### src/pahs_pkg.sv
// Constants and carrier types for the port ASPM and hot-plug slot registers.
// Assumes one 50 MHz core clock shared by every user of this package.
package pahs_pkg;

  // Configuration offsets (byte addresses)
  localparam logic [7:0] PM_CSR_OFS = 8'h44;
  localparam logic [7:0] LINK_CAP_OFS = 8'h74;
  localparam logic [7:0] LINK_CTL_OFS = 8'h78;
  localparam logic [7:0] SLOT_CAP_OFS = 8'h7c;
  localparam logic [7:0] SLOT_CSR_OFS = 8'h80;

  // Link capability fields
  localparam int LCAP_ASPM_LSB = 10;
  localparam int LCAP_L0S_LSB = 12;
  localparam int LCAP_L1_LSB = 15;
  localparam logic [1:0] ASPM_SUP_L0S = 2'h1;
  localparam logic [1:0] ASPM_SUP_BOTH = 2'h3;
  localparam logic [2:0] L1_LAT_5G = 3'h1;
  localparam logic [2:0] L1_LAT_2G5 = 3'h2;
  localparam logic [3:0] SYM_NS_5G = 4'h2;
  localparam logic [3:0] SYM_NS_2G5 = 4'h4;
  localparam logic [3:0] SYM_PER_FTS = 4'h4;

  // Link control fields
  localparam int LCTL_ASPM_LSB = 0;
  localparam int LCTL_CLKPM_BIT = 8;

  // Slot capability fields
  localparam int SCAP_PWRCTL_BIT = 1;
  localparam int SCAP_LATCH_BIT = 2;
  localparam int SCAP_ATNIND_BIT = 3;
  localparam int SCAP_PWRIND_BIT = 4;
  localparam int SCAP_SPLV_LSB = 7;
  localparam int SCAP_SPLS_LSB = 15;
  localparam logic [6:0] SCAP_PRES_RST = 7'h5f;
  localparam logic [7:0] SPL_VALUE_RST = 8'h19;
  localparam logic [1:0] SPL_SCALE_RST = 2'h0;

  // Slot control and status fields
  localparam int SCTL_PFDE_BIT = 1;
  localparam int SCTL_ATN_LSB = 6;
  localparam int SCTL_PIND_LSB = 8;
  localparam int SCTL_PCC_BIT = 10;
  localparam int SSTS_PFD_BIT = 17;
  localparam int SSTS_CC_BIT = 20;
  localparam logic [1:0] IND_ON = 2'h1;
  localparam logic [1:0] IND_BLINK = 2'h2;
  localparam logic [1:0] IND_OFF = 2'h3;
  localparam logic IND_RST_OFF = 1'b1;

  // Power management control/status fields
  localparam int PM_STATE_LSB = 0;
  localparam int PM_PMEEN_BIT = 8;
  localparam int PM_PMESTS_BIT = 15;
  localparam logic [1:0] PM_D0 = 2'h0;
  localparam logic [1:0] PM_D3HOT = 2'h3;

  // Timing
  localparam int CLK_PERIOD_NS = 20;
  localparam int PWR_ON_DELAY_NS = 1000;
  localparam int PWR_ON_DELAY_CYC = (PWR_ON_DELAY_NS + CLK_PERIOD_NS - 1) / CLK_PERIOD_NS;
  localparam int BLINK_HALF_MS = 250;
  localparam int BLINK_HALF_CYC = BLINK_HALF_MS * 1000000 / CLK_PERIOD_NS;

  typedef struct packed {
    logic wr;
    logic rd;
    logic [7:0] addr;
    logic [3:0] be;
    logic [31:0] wdata;
  } pahs_cfg_req_t;

  typedef struct packed {
    logic send;
    logic [7:0] value;
    logic [1:0] scale;
  } pahs_spl_msg_t;

  typedef struct packed {
    logic [31:0] rdata;
    logic ack;
    logic [1:0] aspm_sup;
    logic [1:0] aspm_ctl;
    logic clkpm;
    logic [6:0] scap;
    logic [7:0] spl_val;
    logic [1:0] spl_scale;
    logic pfd_en;
    logic [1:0] atn_ind;
    logic [1:0] pwr_ind;
    logic pcc;
    logic pfd;
    logic cmd_done;
    logic [1:0] pstate;
    logic pme_en;
    logic pme_sts;
    logic pf_q;
    logic dlup_q;
    logic spl_send;
    logic hp_irq;
    logic pme_msg;
    logic blink;
    logic atn_led_n;
    logic pwr_led_n;
  } pahs_state_t;

endpackage

### src/pahs_regs.sv
// Per-port link power-management and hot-plug slot configuration registers.
// Assumes config and init requests come from core-clock logic; latch and
// power-fault pins are asynchronous and are synchronised here.
//
// Notes on behaviour
// - ASPM support bits 11:10 read 01b for L0s only, 11b for both.
// - L0s exit latency comes from FTS count times four symbols times symbol time.
// - L0s exit latency reads 100b at 5.0 GT/s, 101b at 2.5 GT/s for FTS counts 64 to 124.
// - L1 exit latency bits 17:15 read 001b at 5.0, 010b at 2.5 GT/s.
// - Link control bits 1:0 gate L0s and L1 entry: off, L0s, L1, both.
// - Receiver may enter L0s receive state even when L0s entry is disabled.
// - Clock power management enable bit 8 is stored but does nothing.
// - Slot capability reads zero on upstream and NT; presence set if hot-plug capable.
// - Without power controller present, slot never powers up.
// - With power controller, slot powers up when latch closed and control clear.
// - Latch sensor present: low latch means closed; absent: latch ignored.
// - Attention LED inactive unless indicator present; then driven active low.
// - Power LED inactive unless indicator present; then driven active low.
// - Slot capability bit 5 is surprise removal, bit 6 hot-plug capable.
// - Slot power limit is value bits 14:7 times scale bits 16:15.
// - Init write to power limit or link-up sends a power limit message.
// - Power limit fields exist only while slot-implemented is set.
// - Power fault with detector enabled: interrupt in D0, PME in D3hot.
// - Power indicator reads state; nonzero write completes a command; 00b ignored.
// - Power indicator codes: 01b on, 10b blink, 11b off.
// - Power controller control 0 turns slot power on after delay, 1 off.
// - Slot status bit 17 sets on a reported power fault.
// - Power state field takes only D0 00b and D3hot 11b writes.
// - Hot-plug event in D3hot sets PME status; sends PME when enabled.
`timescale 1ns/1ps
`default_nettype none
module pahs_regs #(
  parameter int PWR_ON_CYCLES = pahs_pkg::PWR_ON_DELAY_CYC,
  parameter int BLINK_HALF_CYCLES = pahs_pkg::BLINK_HALF_CYC
) (
  input wire logic clock_in,
  input wire logic rst_n_in,
  input wire pahs_pkg::pahs_cfg_req_t cfg_req_in,
  input wire pahs_pkg::pahs_cfg_req_t init_req_in,
  output logic [31:0] cfg_rdata_out,
  output logic cfg_ack_out,
  input wire logic port_is_upstream_in,
  input wire logic nontransparent_port_in,
  input wire logic hp_capable_in,
  input wire logic slot_implemented_in,
  input wire logic link_speed_5g_in,
  input wire logic [7:0] fts_count_in,
  input wire logic dl_up_in,
  input wire logic slot_latch_n_in,
  input wire logic slot_power_fault_in,
  output logic aspm_l0s_enable_out,
  output logic aspm_l1_enable_out,
  output logic rx_l0s_allowed_out,
  output logic slot_power_enable_out,
  output logic slot_attention_led_n_out,
  output logic slot_power_led_n_out,
  output pahs_pkg::pahs_spl_msg_t spl_msg_out,
  output logic hp_interrupt_out,
  output logic pme_message_out
);
  import pahs_pkg::*;

  pahs_state_t st_r;
  pahs_state_t st_nxt;
  logic [1:0] pins_sync;
  logic latch_closed;
  logic pf_level;
  logic slot_ok;
  logic hp_ok;
  logic pwr_req;
  logic blink_tick;
  logic [11:0] l0s_ns;
  logic [2:0] l0s_code;
  logic [31:0] lcap_rd;
  logic [31:0] scap_rd;
  logic [31:0] sreg_rd;

  generate
    if (PWR_ON_CYCLES < 1 || BLINK_HALF_CYCLES < 1) begin : g_chk
      $error("pahs_regs needs positive timer counts");
    end
  endgenerate

  pahs_sync #(
    .WIDTH(2)
  ) u_sync (
    .clock_in(clock_in),
    .rst_n_in(rst_n_in),
    .async_in({slot_power_fault_in, slot_latch_n_in}),
    .sync_out(pins_sync)
  );

  assign latch_closed = ~pins_sync[0];
  assign pf_level = pins_sync[1];
  assign slot_ok = ~port_is_upstream_in & ~nontransparent_port_in;
  assign hp_ok = slot_ok & hp_capable_in;

  // Power on only with controller present, control clear, latch closed or no latch sensor
  assign pwr_req = hp_ok & st_r.scap[SCAP_PWRCTL_BIT] & ~st_r.pcc
                   & (latch_closed | ~st_r.scap[SCAP_LATCH_BIT]);

  pahs_timer #(
    .COUNT(PWR_ON_CYCLES)
  ) u_pwr_delay (
    .clock_in(clock_in),
    .rst_n_in(rst_n_in),
    .run_in(pwr_req),
    .tick_out(),
    .level_out(slot_power_enable_out)
  );

  pahs_timer #(
    .COUNT(BLINK_HALF_CYCLES)
  ) u_blink (
    .clock_in(clock_in),
    .rst_n_in(rst_n_in),
    .run_in(1'b1),
    .tick_out(blink_tick),
    .level_out()
  );

  // Exit latency code from nanoseconds, standard doubling bands
  function automatic logic [2:0] lat_code(input logic [11:0] ns);
    logic [2:0] c;
    c = 3'h7;
    if (ns < 12'd64) begin
      c = 3'h0;
    end else if (ns < 12'd128) begin
      c = 3'h1;
    end else if (ns < 12'd256) begin
      c = 3'h2;
    end else if (ns < 12'd512) begin
      c = 3'h3;
    end else if (ns < 12'd1000) begin
      c = 3'h4;
    end else if (ns < 12'd2000) begin
      c = 3'h5;
    end else if (ns < 12'd4000) begin
      c = 3'h6;
    end
    return c;
  endfunction

  function automatic logic led_drive(input logic present, input logic [1:0] code,
                                     input logic blink);
    logic n;
    n = 1'b1;
    if (present) begin
      case (code)
        IND_ON: n = 1'b0;
        IND_BLINK: n = blink;
        default: n = 1'b1;
      endcase
    end
    return n;
  endfunction

  // Symbol time halves at the higher rate
  assign l0s_ns = 12'(fts_count_in * SYM_PER_FTS
                  * (link_speed_5g_in ? SYM_NS_5G : SYM_NS_2G5));
  assign l0s_code = lat_code(l0s_ns);

  always_comb begin
    lcap_rd = '0;
    lcap_rd[LCAP_ASPM_LSB +: 2] = st_r.aspm_sup;
    lcap_rd[LCAP_L0S_LSB +: 3] = l0s_code;
    lcap_rd[LCAP_L1_LSB +: 3] = link_speed_5g_in ? L1_LAT_5G : L1_LAT_2G5;
  end

  always_comb begin
    scap_rd = '0;
    if (hp_ok) begin
      scap_rd[6:0] = st_r.scap;
    end
    if (slot_ok && slot_implemented_in) begin
      scap_rd[SCAP_SPLV_LSB +: 8] = st_r.spl_val;
      scap_rd[SCAP_SPLS_LSB +: 2] = st_r.spl_scale;
    end
  end

  always_comb begin
    sreg_rd = '0;
    if (hp_ok) begin
      sreg_rd[SCTL_PFDE_BIT] = st_r.pfd_en;
      sreg_rd[SCTL_ATN_LSB +: 2] = st_r.atn_ind;
      sreg_rd[SCTL_PIND_LSB +: 2] = st_r.pwr_ind;
      sreg_rd[SCTL_PCC_BIT] = st_r.pcc;
      sreg_rd[SSTS_PFD_BIT] = st_r.pfd;
      sreg_rd[SSTS_CC_BIT] = st_r.cmd_done;
    end
  end

  always_comb begin
    logic pf_ev;
    logic cmd_ev;
    logic pfd_clr;
    logic cc_clr;
    logic pme_clr;
    logic in_d3;
    logic iw;
    logic cw;
    pf_ev = 1'b0;
    cmd_ev = 1'b0;
    pfd_clr = 1'b0;
    cc_clr = 1'b0;
    pme_clr = 1'b0;
    in_d3 = (st_r.pstate == PM_D3HOT);
    iw = init_req_in.wr;
    cw = cfg_req_in.wr;
    st_nxt = st_r;
    st_nxt.ack = cfg_req_in.wr | cfg_req_in.rd;
    st_nxt.pf_q = pf_level;
    st_nxt.dlup_q = dl_up_in;

    // Read-only capability fields load only from the init path
    if (iw && init_req_in.addr == LINK_CAP_OFS && init_req_in.be[1]) begin
      if (init_req_in.wdata[LCAP_ASPM_LSB +: 2] == ASPM_SUP_L0S ||
          init_req_in.wdata[LCAP_ASPM_LSB +: 2] == ASPM_SUP_BOTH) begin
        st_nxt.aspm_sup = init_req_in.wdata[LCAP_ASPM_LSB +: 2];
      end
    end else if (iw && init_req_in.addr == SLOT_CAP_OFS) begin
      if (init_req_in.be[0]) begin
        st_nxt.scap = init_req_in.wdata[6:0];
        st_nxt.spl_val[0] = init_req_in.wdata[SCAP_SPLV_LSB];
      end
      if (init_req_in.be[1]) begin
        st_nxt.spl_val[7:1] = init_req_in.wdata[SCAP_SPLV_LSB + 1 +: 7];
        st_nxt.spl_scale[0] = init_req_in.wdata[SCAP_SPLS_LSB];
      end
      if (init_req_in.be[2]) begin
        st_nxt.spl_scale[1] = init_req_in.wdata[SCAP_SPLS_LSB + 1];
      end
    end

    if (cw && cfg_req_in.addr == LINK_CTL_OFS) begin
      if (cfg_req_in.be[0]) begin
        st_nxt.aspm_ctl = cfg_req_in.wdata[LCTL_ASPM_LSB +: 2];
      end
      if (cfg_req_in.be[1]) begin
        st_nxt.clkpm = cfg_req_in.wdata[LCTL_CLKPM_BIT];
      end
    end else if (cw && cfg_req_in.addr == SLOT_CSR_OFS && hp_ok) begin
      if (cfg_req_in.be[0]) begin
        st_nxt.pfd_en = cfg_req_in.wdata[SCTL_PFDE_BIT];
        if (cfg_req_in.wdata[SCTL_ATN_LSB +: 2] != 2'h0) begin
          st_nxt.atn_ind = cfg_req_in.wdata[SCTL_ATN_LSB +: 2];
          cmd_ev = 1'b1;
        end
      end
      if (cfg_req_in.be[1]) begin
        st_nxt.pcc = cfg_req_in.wdata[SCTL_PCC_BIT];
        if (cfg_req_in.wdata[SCTL_PIND_LSB +: 2] != 2'h0) begin
          st_nxt.pwr_ind = cfg_req_in.wdata[SCTL_PIND_LSB +: 2];
          cmd_ev = 1'b1;
        end
      end
      if (cfg_req_in.be[2]) begin
        pfd_clr = cfg_req_in.wdata[SSTS_PFD_BIT];
        cc_clr = cfg_req_in.wdata[SSTS_CC_BIT];
      end
    end else if (cw && cfg_req_in.addr == PM_CSR_OFS) begin
      if (cfg_req_in.be[0] && (cfg_req_in.wdata[PM_STATE_LSB +: 2] == PM_D0 ||
          cfg_req_in.wdata[PM_STATE_LSB +: 2] == PM_D3HOT)) begin
        st_nxt.pstate = cfg_req_in.wdata[PM_STATE_LSB +: 2];
      end
      if (cfg_req_in.be[1]) begin
        st_nxt.pme_en = cfg_req_in.wdata[PM_PMEEN_BIT];
        pme_clr = cfg_req_in.wdata[PM_PMESTS_BIT];
      end
    end

    // Fault edge from the slot power controller
    pf_ev = hp_ok & pf_level & ~st_r.pf_q;
    // Set wins over a clear in the same cycle
    st_nxt.pfd = (st_r.pfd & ~pfd_clr) | pf_ev;
    st_nxt.cmd_done = (st_r.cmd_done & ~cc_clr) | cmd_ev;
    st_nxt.pme_sts = (st_r.pme_sts & ~pme_clr)
                     | (in_d3 & hp_ok & (pf_ev | cmd_ev));
    st_nxt.hp_irq = pf_ev & st_r.pfd_en & (st_r.pstate == PM_D0);
    st_nxt.pme_msg = in_d3 & hp_ok & ((pf_ev & st_r.pfd_en)
                     | ((pf_ev | cmd_ev) & st_r.pme_en));

    // Message carries the fields as held after this cycle's load
    st_nxt.spl_send = slot_ok & slot_implemented_in &
                      ((iw && init_req_in.addr == SLOT_CAP_OFS &&
                        (init_req_in.be[0] | init_req_in.be[1] | init_req_in.be[2]))
                       | (dl_up_in & ~st_r.dlup_q));

    if (blink_tick) begin
      st_nxt.blink = ~st_r.blink;
    end
    st_nxt.atn_led_n = led_drive(hp_ok & st_r.scap[SCAP_ATNIND_BIT],
                                 st_r.atn_ind, st_r.blink);
    st_nxt.pwr_led_n = led_drive(hp_ok & st_r.scap[SCAP_PWRIND_BIT],
                                 st_r.pwr_ind, st_r.blink);

    st_nxt.rdata = '0;
    if (cfg_req_in.rd) begin
      if (cfg_req_in.addr == LINK_CAP_OFS) begin
        st_nxt.rdata = lcap_rd;
      end else if (cfg_req_in.addr == LINK_CTL_OFS) begin
        st_nxt.rdata[LCTL_ASPM_LSB +: 2] = st_r.aspm_ctl;
        st_nxt.rdata[LCTL_CLKPM_BIT] = st_r.clkpm;
      end else if (cfg_req_in.addr == SLOT_CAP_OFS) begin
        st_nxt.rdata = scap_rd;
      end else if (cfg_req_in.addr == SLOT_CSR_OFS) begin
        st_nxt.rdata = sreg_rd;
      end else if (cfg_req_in.addr == PM_CSR_OFS) begin
        st_nxt.rdata[PM_STATE_LSB +: 2] = st_r.pstate;
        st_nxt.rdata[PM_PMEEN_BIT] = st_r.pme_en;
        st_nxt.rdata[PM_PMESTS_BIT] = st_r.pme_sts;
      end
    end
  end

  always_ff @(posedge clock_in or negedge rst_n_in) begin
    if (!rst_n_in) begin
      st_r <= '0;
      st_r.aspm_sup <= ASPM_SUP_BOTH;
      st_r.scap <= SCAP_PRES_RST;
      st_r.spl_val <= SPL_VALUE_RST;
      st_r.spl_scale <= SPL_SCALE_RST;
      st_r.atn_ind <= IND_OFF;
      st_r.pwr_ind <= IND_OFF;
      st_r.pstate <= PM_D0;
      st_r.atn_led_n <= IND_RST_OFF;
      st_r.pwr_led_n <= IND_RST_OFF;
    end else begin
      st_r <= st_nxt;
    end
  end

  assign cfg_rdata_out = st_r.rdata;
  assign cfg_ack_out = st_r.ack;
  assign aspm_l0s_enable_out = st_r.aspm_ctl[0];
  assign aspm_l1_enable_out = st_r.aspm_ctl[1];
  // Receive side L0s is never gated by the enable field
  assign rx_l0s_allowed_out = 1'b1;
  assign slot_attention_led_n_out = st_r.atn_led_n;
  assign slot_power_led_n_out = st_r.pwr_led_n;
  assign spl_msg_out.send = st_r.spl_send;
  assign spl_msg_out.value = st_r.spl_val;
  assign spl_msg_out.scale = st_r.spl_scale;
  assign hp_interrupt_out = st_r.hp_irq;
  assign pme_message_out = st_r.pme_msg;
endmodule
`default_nettype wire

### src/pahs_sync.sv
// Two-stage synchroniser for levels that arrive from pins.
// Assumes the inputs change slowly against the core clock.
`timescale 1ns/1ps
`default_nettype none
module pahs_sync #(
  parameter int WIDTH = 1
) (
  input wire logic clock_in,
  input wire logic rst_n_in,
  input wire logic [WIDTH-1:0] async_in,
  output logic [WIDTH-1:0] sync_out
);
  logic [WIDTH-1:0] meta_r;

  generate
    if (WIDTH < 1) begin : g_chk
      $error("pahs_sync needs WIDTH of at least one");
    end
  endgenerate

  // First stage feeds only the second stage
  always_ff @(posedge clock_in or negedge rst_n_in) begin
    if (!rst_n_in) begin
      meta_r <= '0;
      sync_out <= '0;
    end else begin
      meta_r <= async_in;
      sync_out <= meta_r;
    end
  end
endmodule
`default_nettype wire

### src/pahs_timer.sv
// Cycle counter: pulses every COUNT cycles while run_in is high and
// holds level_out high from the first expiry until run_in drops.
// Assumes run_in comes from logic on the same clock.
`timescale 1ns/1ps
`default_nettype none
module pahs_timer #(
  parameter int COUNT = 50
) (
  input wire logic clock_in,
  input wire logic rst_n_in,
  input wire logic run_in,
  output logic tick_out,
  output logic level_out
);
  localparam int W = $clog2(COUNT + 1);
  localparam logic [W-1:0] LAST = W'(COUNT - 1);
  logic [W-1:0] cnt_r;

  generate
    if (COUNT < 1) begin : g_chk
      $error("pahs_timer needs COUNT of at least one");
    end
  endgenerate

  always_ff @(posedge clock_in or negedge rst_n_in) begin
    if (!rst_n_in) begin
      cnt_r <= '0;
      tick_out <= 1'b0;
      level_out <= 1'b0;
    end else if (!run_in) begin
      cnt_r <= '0;
      tick_out <= 1'b0;
      level_out <= 1'b0;
    end else if (cnt_r == LAST) begin
      cnt_r <= '0;
      tick_out <= 1'b1;
      level_out <= 1'b1;
    end else begin
      cnt_r <= cnt_r + W'(1);
      tick_out <= 1'b0;
    end
  end
endmodule
`default_nettype wire

### config.mk
export PLATFORM = sky130hd
export DESIGN_NAME = pahs_regs
export DESIGN_NICKNAME = d
export VERILOG_FILES = /design/src/pahs_pkg.sv /design/src/pahs_regs.sv /design/src/pahs_sync.sv /design/src/pahs_timer.sv
export SDC_FILE = /design/constraint.sdc
export NUM_CORES = 1
export LEC_CHECK = 0
export ABC_AREA = 0
export CELL_PAD_IN_SITES_DETAIL_PLACEMENT = 1
export CELL_PAD_IN_SITES_GLOBAL_PLACEMENT = 1
export CORE_MARGIN = 5
export CORE_UTILIZATION = 48
export DETAILED_ROUTE_END_ITERATION = 16
export DONT_BUFFER_PORTS = 1
export PLACE_DENSITY = 0.91
export SLEW_MARGIN = 30
export SYNTH_ARGS = -nofsm -noshare
export SYNTH_HDL_FRONTEND = slang
export SYNTH_SLANG_ARGS = --single-unit
### constraint.sdc
create_clock -name clock_in -period 2.2 [get_ports clock_in]
set_input_delay 0.22 -clock clock_in [delete_from_list [all_inputs] [get_ports clock_in]]
set_output_delay 0.22 -clock clock_in [all_outputs]
set_load 0.01 [all_outputs]
# Yosys cells after proc, flatten, opt, wreduce, memory -nomap -nowiden
# Index checks and enable logic that the tools add are counted.
word_totals:
  regBits: 111
  inputBits: 110
  output_inout_bits: 52
  word_cells: 191
classes:
  addsub: 2
  multipliers: 1
  order_cmp: 7
  n_eq_ne: 18
  n_mux: 57
  n_bitwise: 45
  reduce_logical: 28
op_table:
  columns: ["op", "count"]
  rows:
  - ["2-to-1 mux 32 bit", 2]
  - ["equality test 8 x 7 -> 1 bit (second input constant)", 6]
  - ["2-to-1 mux 1 bit", 30]
  - ["adder 24 x 1 -> 24 bit (second input constant)", 1]
  - ["equality test 24 bit (second input constant)", 1]
  - ["less-than comparator 12 x 10 -> 1 bit (second input constant)", 2]
  - ["2-to-1 mux 24 bit", 1]
  - ["2-to-1 mux 6 bit", 4]
  - ["2-to-1 mux 23 bit", 1]
  - ["AND 1 bit", 21]
  - ["2-to-1 mux 21 bit", 1]
  - ["AND reduction 4 bit", 4]
  - ["2-to-1 mux 3 bit", 5]
  - ["AND reduction 3 bit", 5]
  - ["2-to-1 mux 2 bit", 7]
  - ["NOT 1 bit", 14]
  - ["less-than comparator 12 x 11 -> 1 bit (second input constant)", 1]
  - ["less-than comparator 12 bit (second input constant)", 1]
  - ["less-than comparator 12 x 7 -> 1 bit (second input constant)", 1]
  - ["less-than comparator 12 x 8 -> 1 bit (second input constant)", 1]
  - ["less-than comparator 12 x 9 -> 1 bit (second input constant)", 1]
  - ["equality test 2 bit (second input constant)", 5]
  - ["logical AND 1 bit", 10]
  - ["multiplier 8 x 3 -> 10 bit", 1]
  - ["14 further kinds", 32]

# Longest topological paths before layout
logic_depth:
  word_depth: 12
  ltp_mapped: 6
  depth_no_buf: 6

# By module
# Synthesis repeated with hierarchy kept, for this count alone.
hier_totals:
  hier_cells: 487
  hier_area_um2: 5072.4
modules_own_cells:
  columns: ["mod", "n_inst", "cells_each", "area_each_um2"]
  rows:
  - ["pahs_regs", 1, 315, 3285.7]
  - ["pahs_timer at u_blink", 1, 137, 1311.3]
  - ["pahs_timer at u_pwr_delay", 1, 31, 375.4]
  - ["pahs_sync", 1, 4, 100.1]

# Worst setup path after synthesis
# Ideal clock, no wire load.
synth_path:
  path_kind: "register to register"
  start: "reg u_blink.cnt_r[6]"
  end: "reg u_blink.cnt_r[10]"
  setup_ps: 138
  arrival_ps: 1750
  path_slack_ps: 312
  stages_incl_launch_ff: 5
  path_buffers: 0
  period_less_slack_ps: 1888
  cell_sequence: "dfrtp_1 -> nor4b_1 -> or4b_1 -> nor4_4 -> nor2_1"
synth_between:
  elab_chain_cells: 2
  elab_cells_between_ends: 3
synth_lines:
  columns: ["item", "line_no", "rtl"]
  rows:
  - ["from (decl)", "pahs_timer.sv:17", "logic [W-1:0] cnt_r;"]
  - ["from (signal assigned)", "pahs_timer.sv:39", "cnt_r <= cnt_r + W'(1);"]
  - ["adder 24 x 1 -> 24 bit / equality test 24 bit (equally long branches)", "pahs_timer.sv:39, pahs_timer.sv:34", null]
  - ["2-to-1 mux 24 bit *", "pahs_timer.sv:34", "end else if (cnt_r == LAST) begin"]
# Mark *: on every way between the ends. The rest lies on a longest branch, timed or not.
# A chain may end at the register's enable or synchronous reset.

# Worst setup path in the final report
layout_path:
  start: "reg u_blink.cnt_r[5]"
  end: "reg u_blink.cnt_r[23]"
# The elaborated chain is that of the path after synthesis.

==> results.md <==
Floorplanning:
- The height of the die is 109 um.
- The number of standard-cell rows in the floorplan is 36.
- roughly 160 I/O pins were placed.
- In this run the horizontal extent of the chip is between 100 and 150 um.
- In this run the standard cell core region covers about 0.0097 mm^2.
- The die area is roughly 0.012 mm^2.
- The initial core utilization is between 40% and 50%.

Final layout:
- From synthesis to final layout, the design area changed by 8.35%.
- The share of final-layout standard cells stronger than drive strength 1 is between 15 and 20%.
- The final standard cell area without fillers is just over 0.005 mm^2.
- The total inserted antenna cells is 0.
- At the end of the flow, the number of nets in the layout was around 560.

Drt:
- The via density per instance is about 5.9.
- The number of iterations in the first detailed-routing pass is 4.
- The detailed-route wire length per cell is around 22 um.
- The routed layout has 3445 vias.
- The detail route stage leaves a number of antenna-violating nets equal to 0.
- After detailed routing, the total wire length is around 13000 um.
- After detailed routing, the number of remaining DRC violations is 0.
- The detailed router finished its first iteration with roughly 270 violations.

Global route:
- The number of antenna violations at the first check in global routing is 0.
- The number of global-route vias before repair was ~3700.
- The pin count of the biggest net entering global routing is 99.
- Global routing used between 20% and 30% of the available tracks across all layers.
- The sum of overflow across all layers after global routing is 0.
- The first global-routing pass estimated ~20000 um of wire.

Critical path:
- STA classifies the critical path endpoint as a register.
- The largest driver fanout on the critical path is 6.
- At the worst endpoint, the required time is 2.44 ns.
- The sort of element at the start of the critical path is a register.
- Among cell families on the critical path, the largest total delay comes from simple AND/OR/NAND/NOR gates.
- In this design, the critical path's most frequently occurring cell is nand3_1.
- The largest stage delay on the critical path is between 0.6 and 0.7 ns.
- The total buffers and inverters traversed by the critical path is 0.
- Data on the critical path arrives at its endpoint at approximately 2.3 ns.
- Walking the worst path, the cells encountered are nand4_1, nor4_2, nand3_1, nand3_1, o21ai_1.
- The classification of the worst setup path is reg2reg.
- Tracing the worst setup path back leads to its startpoint at u_blink.cnt_r[5].
- On the critical path, the stage with the largest delay is an instance of nor4_2.
- In this run the critical register-to-register path is launched from u_blink.cnt_r[5].

Synth:
- The netlist uses 50 different library cells.
- Synthesis produced between 400 and 500 cells.
- For this run, the leading register cell type out of synthesis is dfrtp_1.
- The number of synthesis warnings is 0.
- The share of flip-flops with an asynchronous set or reset after synthesis is 100%.
- The flop and latch count out of synthesis is 98.
- Summing the sequential cell areas from Yosys gives 52.4% of the chip area.
- After synthesis the cells add up to 0.00472 mm^2.
- In this run, synthesis inferred 0 flip-flops with an integrated enable.
- The mean instance size in the synthesized netlist is 10.7 um^2.

Hold path:
- The worst min-delay path category is in2async.

Clocking:
- The CTS buffer count is 9.
- The clock root buffer is clkbuf_8.
- The longest clock path from root to sink contains 2 buffers.
- The H-tree was split into 3 levels.
- Clock-pin slew was measured on the worst setup and hold paths at ~0.10 ns.
- The later pin in the worst-skew pair is clocked with a latency of 0.36 ns.
- The tree built by TritonCTS fans out to about 100 sinks.
- The clock tree from TritonCTS is yes.

STA:
- The final number of hold-violating endpoints was just under 100.
- Setup violations remaining at the end of the flow were counted as 0.
- Derived from the worst setup path, the maximum achievable clock frequency is 487 MHz.
- Final hold analysis gives a worst-case slack of -0.456 ns.
- The smallest clock period supported by the final layout is computed as slightly above 2 ns.
- After layout, the worst path uses ~93% of the clock period.
- The final-report max-slew violation count is 0.
- For the pin with the worst max-slew slack, the measured transition is 0.622 ns.
- The final worst clock skew is approximately 0.0085 ns.
- The remaining max-slew budget at the tightest pin is between 50% and 60%.
- After layout, the worst setup slack is ~0.15 ns.

Place:
- At the placement stage, the worst setup path has a slack of 0.123 ns.
- The placer congestion estimate is just over 0.8.
- The placed instances occupy a cell area of roughly 0.0047 mm^2.
- In this run the tool buffered the top-level ports with 0 buffer cells.
- Detailed placement finished with a half-perimeter wire length of roughly 8900 um.

Flow run:
- The count of maximum capacitance violations is 0.

Pwr:
- VDD sags by at most about 0.00035 V.
- The leakage power figure is approximately 2.3 nW.
- For this design the ratio of total power to cell area is approximately 680 mW/mm^2.

Status:
- The flow ran to the end, but the final reports show violations.
- The final reports fail on hold timing.
-- worst reg2reg max path: stages, from the launching register on --
cell     delay (ns)
dfrtp_1        0.49
nand4_1        0.33
nor4_2         0.67
nand3_1        0.22
nand3_1        0.13
o21ai_1        0.09
-- per-layer routing --
metal  share of wire (%)  global-route usage, %  vias to the layer above
met4                 2.7                   6.58                        0
met2                  54                   39.7                      146
met3                 7.8                   6.51                       30
li1                    -                      -                     1501
met5                   0                      0                        -
met1                  36                   24.0                     1768
-- layout by cell type (no fill, tap or decap), drive strengths merged, types with 12 or more instances in the layout --
cell type	count
mux2	26
dlygate4sd3	18
nand3	25
nor2	33
dfstp	17
nand4	12
nand2	36
conb	14
dfrtp	81
o21ai	24
-- synthesized netlist by cell type (all sizes together), types with 3 or more instances --
master | count | share of area, %
a22o | 4 | 0.74
nand4 | 12 | 1.6
o21ai | 24 | 2.5
and4 | 3 | 0.56
nor3 | 5 | 0.53
a31oi | 4 | 0.53
a32o | 3 | 0.64
or4b | 3 | 0.72
xor2 | 11 | 2.0
xnor2 | 10 | 1.9
and2 | 11 | 1.5
dfstp | 17 | 9.5
a32oi | 3 | 0.56
inv | 10 | 0.80
nor4 | 7 | 1.4
nand2b | 6 | 0.80
nand4b | 3 | 0.56
clkbuf | 4 | 0.32
nor4b | 3 | 0.88
dfrtp | 81 | 43
a22oi | 4 | 0.64
buf | 44 | 7.0
ha | 3 | 0.80
mux2 | 26 | 6.2
and3 | 9 | 1.2
nand2 | 36 | 2.9
or2 | 3 | 0.40
nor2 | 33 | 2.6
nand3 | 25 | 2.7
a21oi | 9 | 0.95
nor2b | 7 | 0.93
-- where the power goes --
| group | leakage [nW] | internal (mW) | switching [mW] | total (mW) |
|---|---|---|---|---|
| registers | 1.26 | 1.83 | 0.0228 | 1.86 |
| clock network | 0.134 | 0.900 | 0.619 | 1.52 |
| logic | 0.879 | 0.0597 | 0.0632 | 0.123 |
-- area by class of cell --
class / instances / area, um^2
fill: 1024 / 4570
sequential: 98 / 2470
multi-input combinational: 297 / 1910
timing repair buffer: 28 / 255
tap: 133 / 166
clock buffer: 11 / 141
clock inverter: 5 / 125
inverter: 10 / 37.5
-- registers in the layout, summed over array words and instances (netlist names), 2 cells and up --
register / flops
cfg_rdata_out: 19
lcap_rd: 2
spl_msg_out: 11
st_r: 23
u_blink.cnt_r: 24
u_pwr_delay.cnt_r: 6
u_sync.meta_r: 2
u_sync.sync_out: 2
-- final timing paths --
path,endpoint,slack (ns),cells past startpoint
worst max-delay path,u_blink.cnt_r[23],0.15,5
worst min-delay path,st_r[11],-0.46,0
worst max register to register,u_blink.cnt_r[23],0.15,5
worst min register to register,u_sync.sync_out[0],0.35,0
max in group asynchronous,st_r[16],2.43,0
min in group clock_in,st_r[11],0,2
-- cells by family (layout without fill, tap and decap cells) --
group | after synthesis | count (layout) | synth area share (%)
and+or+nand+nor | 172 | 172 | 20.2
DFF | 98 | 98 | 52.4
AOI/OAI and AO/OA | 61 | 61 | 8.19
buffers and inverters | 58 | 54 | 8.11
muxes | 26 | 26 | 6.21
xor gates and xnor gates | 21 | 21 | 3.90
adders and majority gates | 3 | 3 | 0.796
other | 2 | 14 | 0.159
-- metrics by stage --
stage | hold WS, ns | TNS [ns] | instances | util [%] | total power, mW
finish | -0.456 | 0 | 582 | 52.8 | 3.50
global placement | -0.0717 | 0 | 548 | 48.1 | 1.98
global route | -0.478 | -0.0123 | 582 | 52.8 | 3.61
floorplan | -0.0756 | 0 | 453 | - | 1.98
detailed placement | -0.0727 | 0 | 548 | 48.1 | 1.98
CTS | -0.465 | 0 | 576 | 52.1 | 3.49
-- what timing repair did --
| action | in CTS | in global routing |
|---|---|---|
| setup endpoints to repair | 0 | 9 |
| hold endpoints to repair | 112 | 104 |
| buffers inserted | 0 | 0 |
| hold buffers | 12 | 6 |
| resized for setup | 0 | 1 |
No activity file was read; power rests on OpenSTA's default activity.
